`config.mk`:
```
export PLATFORM = sky130hd
export DESIGN_NAME = ec_misc_control_registers
export DESIGN_NICKNAME = d
export VERILOG_FILES = /design/src/include/ec_misc_pkg.sv /design/src/core/ec_misc_control_registers.sv /design/src/core/ec_rw_bit.sv
export SDC_FILE = /design/constraint.sdc
export NUM_CORES = 1
export LEC_CHECK = 0
export BUFFER_PORTS_ARGS = -buffer_cell sky130_fd_sc_hd__buf_2
export CAP_MARGIN = 20
export CORE_MARGIN = 4
export CORE_UTILIZATION = 43
export DETAILED_ROUTE_END_ITERATION = 6
export PLACE_DENSITY = 0.76
export SETUP_SLACK_MARGIN = 0.05
export SYNTH_ARGS = -nofsm -noshare
export SYNTH_HDL_FRONTEND = slang
export SYNTH_SLANG_ARGS = --single-unit
```
`constraint.sdc`:
```
create_clock -name sys_clk -period 1.6 [get_ports sys_clk]
set_clock_uncertainty 0.2 [all_clocks]
set_input_delay 0.08 -clock sys_clk [delete_from_list [all_inputs] [get_ports sys_clk]]
set_output_delay 0.08 -clock sys_clk [all_outputs]
set_load 0.005 [all_outputs]
```
`src/include/ec_misc_pkg.sv`:
```
// Package with offsets, field positions and reset values of the misc register bank
`default_nettype none
package ec_misc_pkg;
  // Register byte offsets
  localparam logic [7:0] OFS_CMP_CTRL = 8'h18;
  localparam logic [7:0] OFS_DBG_EN = 8'h20;
  localparam logic [7:0] OFS_WDT_TALLY = 8'h28;
  localparam logic [7:0] OFS_VREF_DIS = 8'h40;
  // Comparator control fields
  localparam int CMP0_EN_BIT = 0;
  localparam int CMP0_SEL_BIT = 1;
  localparam int CMP0_LOCK_BIT = 2;
  localparam int CMP1_EN_BIT = 4;
  localparam int CMP1_SEL_BIT = 5;
  // Debug-enable fields
  localparam int JTAG_EN_BIT = 0;
  localparam int BOOT_RDY_BIT = 1;
  // Reference-disable fields
  localparam int VREF_DIS_BIT = 1;
  localparam int VREF_TEST_LO = 2;
  localparam int VREF_TEST_W = 5;
  // Tally width and status command
  localparam int TALLY_W = 4;
  localparam logic [7:0] DBG_STATUS_CMD = 8'h07;
  // Reset values
  localparam logic [5:0] CMP_CTRL_RST = 6'h00;
  localparam logic [3:0] TALLY_RST = 4'h0;
  localparam logic [4:0] VREF_TEST_RST = 5'h00;
endpackage
`default_nettype wire

```
`src/core/ec_misc_control_registers.sv`:
```
// Miscellaneous embedded-controller register bank: comparators, debug, tally, reference
// Contract
// - Bit5 selects comparator1 threshold: pin or dac
// - Bit4 enables comparator1, never locked
// - Bit2 lock makes bits 2:0 read-only
// - Bit1 selects comparator0 threshold: pin or dac
// - Bit0 enables comparator0, subject to lock
// - Boot-ready bit RW, mirrored to debugger status
// - Debug enable low ignores reset-pin, pins normal
// - Debug enable high: high reset-pin activates port
// - Tally RW, cleared only by standby reset
// - Bit1 disables cpu reference voltage when set
// - Subsystem reset restores subsystem-reset fields
// - Standby fields reset only on power-on
// - Register access still works while asleep
// Notes for users of this bank:
// Writes take effect on the edge that samples regWrite.
// Field outputs trail the stored bits by one more edge.
// Read data is registered, one edge after regRead.
// A read in the same cycle as a write returns the old value.
// Back-to-back accesses are fine, no wait states exist.
// The tally sits on the standby reset so it outlives
// watchdog-forced resets of the rest of the bank.
// Limitation: no byte strobes, every write is a full word.
// Limitation: the trst pin is taken as already synchronous.
`default_nettype none
module ec_misc_control_registers
  import ec_misc_pkg::*;
(
  input wire logic sys_clk,
  input wire logic rst,
  input wire logic standbyPorRst,
  input wire logic sleepReq,
  input wire logic [7:0] regAddr,
  input wire logic regWrite,
  input wire logic regRead,
  input wire logic [31:0] regWdata,
  input wire logic debugTrstPin,
  input wire logic [7:0] debugCmd,
  output logic [31:0] regRdata,
  output logic cmp0Enable,
  output logic cmp0UseDac,
  output logic cmp1Enable,
  output logic cmp1UseDac,
  output logic jtagActive,
  output logic bootReadyStatus,
  output logic vrefCpuDisable
);
  // Comparator storage
  logic cmp0Lock_r; // One-way lock for comparator 0
  logic cmp0En; // Comparator 0 enable bit
  logic cmp0Sel; // Comparator 0 threshold source
  logic cmp1En_r; // Comparator 1 enable bit
  logic cmp1Sel_r; // Comparator 1 threshold source
  // Debug enable and boot flag
  logic jtagEn_r; // Debug port permission
  logic bootRdy_r; // Boot configuration finished
  // Standby-domain tally
  logic [TALLY_W-1:0] watchdog_fire_tally_r; // Watchdog expiry count
  // Reference control
  logic vrefDis_r; // Reference voltage off
  logic [VREF_TEST_W-1:0] vrefTest_r; // Test bits, plain storage
  // Read mux result
  logic [31:0] rdata_nxt; // Word presented to the read flop

  // Address decode; sleep does not gate access
  // The full byte offset is compared, so aliases never hit
  // and writes to unmapped offsets are dropped
  wire hitCmp = regWrite && (regAddr == OFS_CMP_CTRL);
  wire hitDbg = regWrite && (regAddr == OFS_DBG_EN);
  wire hitTally = regWrite && (regAddr == OFS_WDT_TALLY);
  wire hitVref = regWrite && (regAddr == OFS_VREF_DIS);
  // Comparator 0 fields writable only while unlocked
  wire cmp0WrEn = hitCmp && !cmp0Lock_r;

  // Lock-gated comparator 0 enable and source select
  ec_rw_bit #(
    .RST_VAL(CMP_CTRL_RST[CMP0_EN_BIT])
  ) u_cmp0En (
    .sys_clk(sys_clk),
    .rst(rst),
    .wrEn(cmp0WrEn),
    .wrData(regWdata[CMP0_EN_BIT]),
    .q(cmp0En)
  );
  ec_rw_bit #(
    .RST_VAL(CMP_CTRL_RST[CMP0_SEL_BIT])
  ) u_cmp0Sel (
    .sys_clk(sys_clk),
    .rst(rst),
    .wrEn(cmp0WrEn),
    .wrData(regWdata[CMP0_SEL_BIT]),
    .q(cmp0Sel)
  );

  // Lock is set-only; zero writes cannot undo it
  // Only rst removes it, so firmware cannot reopen the fields
  always_ff @(posedge sys_clk or posedge rst) begin
    if (rst) begin
      cmp0Lock_r <= 1'b0;
    end else if (hitCmp && regWdata[CMP0_LOCK_BIT]) begin
      cmp0Lock_r <= 1'b1;
    end
  end

  // Comparator 1 fields, never covered by the lock
  // Loaded on every write to the offset, lock or not
  always_ff @(posedge sys_clk or posedge rst) begin
    if (rst) begin
      cmp1En_r <= CMP_CTRL_RST[CMP1_EN_BIT];
      cmp1Sel_r <= CMP_CTRL_RST[CMP1_SEL_BIT];
    end else if (hitCmp) begin
      cmp1En_r <= regWdata[CMP1_EN_BIT];
      cmp1Sel_r <= regWdata[CMP1_SEL_BIT];
    end
  end

  // Debug enable and boot-ready flag, subsystem reset
  // Firmware raises the ready flag once its setup is done
  always_ff @(posedge sys_clk or posedge rst) begin
    if (rst) begin
      jtagEn_r <= 1'b0;
      bootRdy_r <= 1'b0;
    end else if (hitDbg) begin
      jtagEn_r <= regWdata[JTAG_EN_BIT];
      bootRdy_r <= regWdata[BOOT_RDY_BIT];
    end
  end

  // Tally lives on standby reset only; survives watchdog resets
  // rst is deliberately absent here, the count must outlive it
  always_ff @(posedge sys_clk or posedge standbyPorRst) begin
    if (standbyPorRst) begin
      watchdog_fire_tally_r <= TALLY_RST;
    end else if (hitTally) begin
      watchdog_fire_tally_r <= regWdata[TALLY_W-1:0];
    end
  end

  // Reference disable and its test field
  always_ff @(posedge sys_clk or posedge rst) begin
    if (rst) begin
      vrefDis_r <= 1'b0;
      vrefTest_r <= VREF_TEST_RST;
    end else if (hitVref) begin
      vrefDis_r <= regWdata[VREF_DIS_BIT];
      vrefTest_r <= regWdata[VREF_TEST_LO +: VREF_TEST_W];
    end
  end

  // Read mux; reserved bits assemble as zero
  // Unmapped offsets fall to the default arm
  always_comb begin
    rdata_nxt = 32'h0000_0000;
    case (regAddr)
      OFS_CMP_CTRL: begin
        rdata_nxt[CMP0_EN_BIT] = cmp0En;
        rdata_nxt[CMP0_SEL_BIT] = cmp0Sel;
        rdata_nxt[CMP0_LOCK_BIT] = cmp0Lock_r;
        rdata_nxt[CMP1_EN_BIT] = cmp1En_r;
        rdata_nxt[CMP1_SEL_BIT] = cmp1Sel_r;
      end
      OFS_DBG_EN: begin
        rdata_nxt[JTAG_EN_BIT] = jtagEn_r;
        rdata_nxt[BOOT_RDY_BIT] = bootRdy_r;
      end
      OFS_WDT_TALLY: begin
        rdata_nxt[TALLY_W-1:0] = watchdog_fire_tally_r;
      end
      OFS_VREF_DIS: begin
        rdata_nxt[VREF_DIS_BIT] = vrefDis_r;
        rdata_nxt[VREF_TEST_LO +: VREF_TEST_W] = vrefTest_r;
      end
      default: begin
        rdata_nxt = 32'h0000_0000; // Unmapped reads return zero
      end
    endcase
  end

  // Registered read data; held when no read, one cycle latency
  // Holding the last word keeps the bus quiet between reads
  always_ff @(posedge sys_clk or posedge rst) begin
    if (rst) begin
      regRdata <= 32'h0000_0000;
    end else if (regRead) begin
      regRdata <= rdata_nxt;
    end
  end

  // Gating of the debug port by enable and reset pin
  // Pin is taken as synchronous; no synchroniser here
  wire jtagActive_nxt = jtagEn_r && debugTrstPin;
  // Status mirror only answers the status command
  wire bootStatus_nxt = (debugCmd == DBG_STATUS_CMD) && bootRdy_r;

  // Outputs come straight from flops, one cycle behind state
  // Costs an edge of latency but keeps analog controls glitch-free
  always_ff @(posedge sys_clk or posedge rst) begin
    if (rst) begin
      cmp0Enable <= 1'b0;
      cmp0UseDac <= 1'b0;
      cmp1Enable <= 1'b0;
      cmp1UseDac <= 1'b0;
      jtagActive <= 1'b0;
      bootReadyStatus <= 1'b0;
      vrefCpuDisable <= 1'b0;
    end else begin
      cmp0Enable <= cmp0En;
      cmp0UseDac <= cmp0Sel;
      cmp1Enable <= cmp1En_r;
      cmp1UseDac <= cmp1Sel_r;
      jtagActive <= jtagActive_nxt;
      bootReadyStatus <= bootStatus_nxt;
      vrefCpuDisable <= vrefDis_r;
    end
  end

  // Sleep request is accepted but does not block access
  // Kept as a named net so the port is visibly consumed
  wire sleepUnused = sleepReq;
endmodule
`default_nettype wire

```
`src/core/ec_rw_bit.sv`:
```
// Single writable control bit with lock-gated write enable
`default_nettype none
module ec_rw_bit #(
  parameter logic RST_VAL = 1'b0 // Value the bit takes on reset
) (
  input wire logic sys_clk,
  input wire logic rst,
  input wire logic wrEn,
  input wire logic wrData,
  output logic q
);
  // Bit returns to its reset value, loads on write
  always_ff @(posedge sys_clk or posedge rst) begin
    if (rst) begin
      q <= RST_VAL;
    end else if (wrEn) begin
      q <= wrData;
    end
  end
endmodule
`default_nettype wire

```
==> run summary <==
max-cap viol count: 0
sequential power share: 53.8%
number of synthesized flops with an enable pin: 0
Slew Limit Fails: 0
drt first-iter violations: 51
Core Rows: 21
sequential cell area fraction in the yosys report: 50.2%
Mapped Cells: 126
final std cells w/o fill: 245
number of CTS-inserted buffers: 5
H-tree Lvls: 2
Clk Latency, worst-skew pair: 0.33 ns
postcts setup bufs: 0
DR vias: 1198
mean area per synthesized cell: 12.3 sq um
GR Overflow Total: 0
DR DRC count: 0
Critical Path End Type: register
PD cells: 770 nW/um^2
Sw Share: 24.2%
CP max FO: 1
count of input and output buffers: 42
min Tclk post-route: 1.54 ns
CTS tree: done
Fmax achieved: 0.648 GHz
RR Startpoint: bootRdy_r$_DFFE_PP0P_
WL final: 3690 microns
clock sinks: 31
Setup WS pre-CTS: -0.0858 ns
hold path endpoint: bootReadyStatus$_DFF_PP0_
WHS: -0.195 ns
Seq cells post-synth: 31
diode count: 0
total global-route track usage: 17.1%
placeable core area: 3420 sq um
CP Data Arrival Time: 1.58 ns
startpoint types: input pin
part of the cycle the worst path needs: 96.4%
reg2reg setup slack: 0.11 ns
clock network fraction of total power: 33.4%
Layout Area Growth over Synthesis: 30.4%
Max clock buf depth: 2
Root Buffer: clkbuf_4
peak supply drop: 0.454 mV
Int Pwr: 0.00118 W
CP Data Required Time: 1.64 ns
Routability Congestion: 0.868
outcome: finished with violations
Hold Path Depth: 3
antenna violations before repair: 0
Vias/cell: 4.89
Die Span X: 67.9 microns
distinct cell type count after synthesis: 33
FF-to-FF path depth: 3
largest net degree at the start of global routing: 28
worst setup path class: in2reg
P_sw: 0.000375 W
Pleak: 1.07 nW
clk slew on worst S/H paths: 0.10 ns
fillers: 303
Initial Utilization: 45.2%
Antenna Nets Post-Route: 0
most used flip-flop cell after synthesis: dfrtp_1
Logic pwr share: 12.8%
post-layout util: 59.0%
first-pass GRT wire length: 5570 microns
WL per Instance: 15.1 microns
endpoints failing setup: 0
share of flip-flops with an asynchronous set or reset: 100%
DR pass1 iterations: 4
failing checks: hold timing
die height: 67.9 microns
full die area: 4620 sq um
worst setup margin: 0.0570 ns
final instance area: 2010 sq um
overall power: 0.00155 W
IO Count: 94
dpl hpwl: 2590 microns
vias in the first global route: 1160
YS warnings: 0
share of cells above drive strength 1: 41.2%
RR Endpoint: bootReadyStatus$_DFF_PP0_
Final Hold Viols: 1
dpl cells: 219
dpl cell area: 1760 sq um
Mapped Area: 1550 sq um
hold crit path type: in2reg
Post-layout nets: 253
RSZ-0062 raised after global routing: false
Hold Crit Start: debugCmd[3]
## layout make-up
type / instances / area, sq um / share of cell area (%)
Sequential cell: 31 / 776 / 38.5
Tap cell: 46 / 57.6 / 2.86
Clock buffer: 8 / 68.8 / 3.42
Inverter: 6 / 22.5 / 1.12
Multi-Input combinational cell: 86 / 639 / 31.7
Timing Repair Buffer: 68 / 450 / 22.4
## cell usage in the layout, fill, tap and decap left out, types with 3 or more instances in the layout
cell type	instances
conb_1	25
dlygate4sd3_1	18
nand3_1	4
dfrtp_1	31
buf_4	8
mux2_4	4
buf_2	42
mux2_2	12
a22oi_1	3
a21oi_1	5
clkbuf_4	5
inv_1	6
nor2_1	5
nor4b_4	3
## state kept, by name, indices dropped and copies added (netlist names)
name                   count
u_cmp0En.q                 1
vrefTest_r                 5
cmp0Enable                 1
cmp1Enable                 1
cmp1En_r                   1
cmp0Lock_r                 1
jtagEn_r                   1
u_cmp0Sel.q                1
jtagActive                 1
bootReadyStatus            1
watchdog_fire_tally_r      4
cmp1Sel_r                  1
vrefCpuDisable             1
cmp0UseDac                 1
bootRdy_r                  1
cmp1UseDac                 1
vrefDis_r                  1
regRdata                   7
## what timing repair did
| item | in CTS | in global routing |
|---|---|---|
| endpoints found under the setup margin | 0 | 1 |
| gates resized for setup | 0 | 1 |
| hold endpoints to repair | 57 | 1 |
| hold buffers | 17 | 1 |
## critical path, cell delays in order
cell           delay (ns)
dlygate4sd3_1        0.53
buf_2                0.11
or4b_2               0.64
nor4_2               0.22
## power groups by stage
stage	Combinational, W	Sequential (W)	Clock [W]
final	0.000198	0.000835	0.000518
after global routing	0.000221	0.000838	0.000585
after CTS	0.000194	0.000834	0.000534
after detailed placement	0.000162	0.000850	0
after global placement	0.000155	0.000848	0
after floorplan	0.000123	0.000846	0
## metal layers
layer | wire length (microns) | global-route usage (%)
met2 | 1930 | 28.3
met1 | 1370 | 19.4
met5 | 0 | 0
met3 | 299 | 6.24
met4 | 91 | 8.68
## worst max-delay path by stage
stage / start / endpoint / slack, ns
final: debugCmd[5] / bootReadyStatus$_DFF_PP0_ / 0.06
after global routing: bootRdy_r$_DFFE_PP0P_ / bootReadyStatus$_DFF_PP0_ / 0.06
after CTS: bootRdy_r$_DFFE_PP0P_ / bootReadyStatus$_DFF_PP0_ / 0.11
after detailed placement: regAddr[2] / vrefTest_r[3]$_DFFE_PP0P_ / -0.09
after global placement: regAddr[2] / vrefDis_r$_DFFE_PP0P_ / -0.01
after floorplan: regAddr[5] / u_cmp0En.q$_DFFE_PP0P_ / 0.13
## cells in the mapped netlist (2+ instances only)
cell type	count	area share, %
dfrtp_1	31	50
buf_4	25	12
mux2_2	12	8.7
inv_1	6	1.5
a21oi_1	5	1.6
nor2_1	5	1.2
mux2_4	4	3.9
nand3_1	4	1.3
a22oi_1	3	1.5
nor4b_4	3	4.6
a221oi_1	2	1.1
and2_1	2	0.81
nor3_1	2	0.65
nor4_1	2	0.81
o32ai_1	2	1.1
## kinds of logic (layout without fill, tap and decap cells)
family | after synthesis | in the layout | share of synthesized area, %
AOI/OAI and AO/OA | 18 | 18 | 8.42
muxes | 16 | 16 | 12.6
DFF | 31 | 31 | 50.2
other | 1 | 25 | 0.243
buffers and inverters | 33 | 82 | 14.7
and+or+nand+nor | 27 | 27 | 13.8
## per-stage QoR
step | hold slack, ns | setup TNS, ns
floorplan | -0.354 | 0
CTS | -0.211 | 0
detailed placement | -0.213 | -0.464
global placement | -0.228 | -0.0494
finish | -0.195 | 0
global route | -0.230 | 0
(Power assumes the default switching activity.)
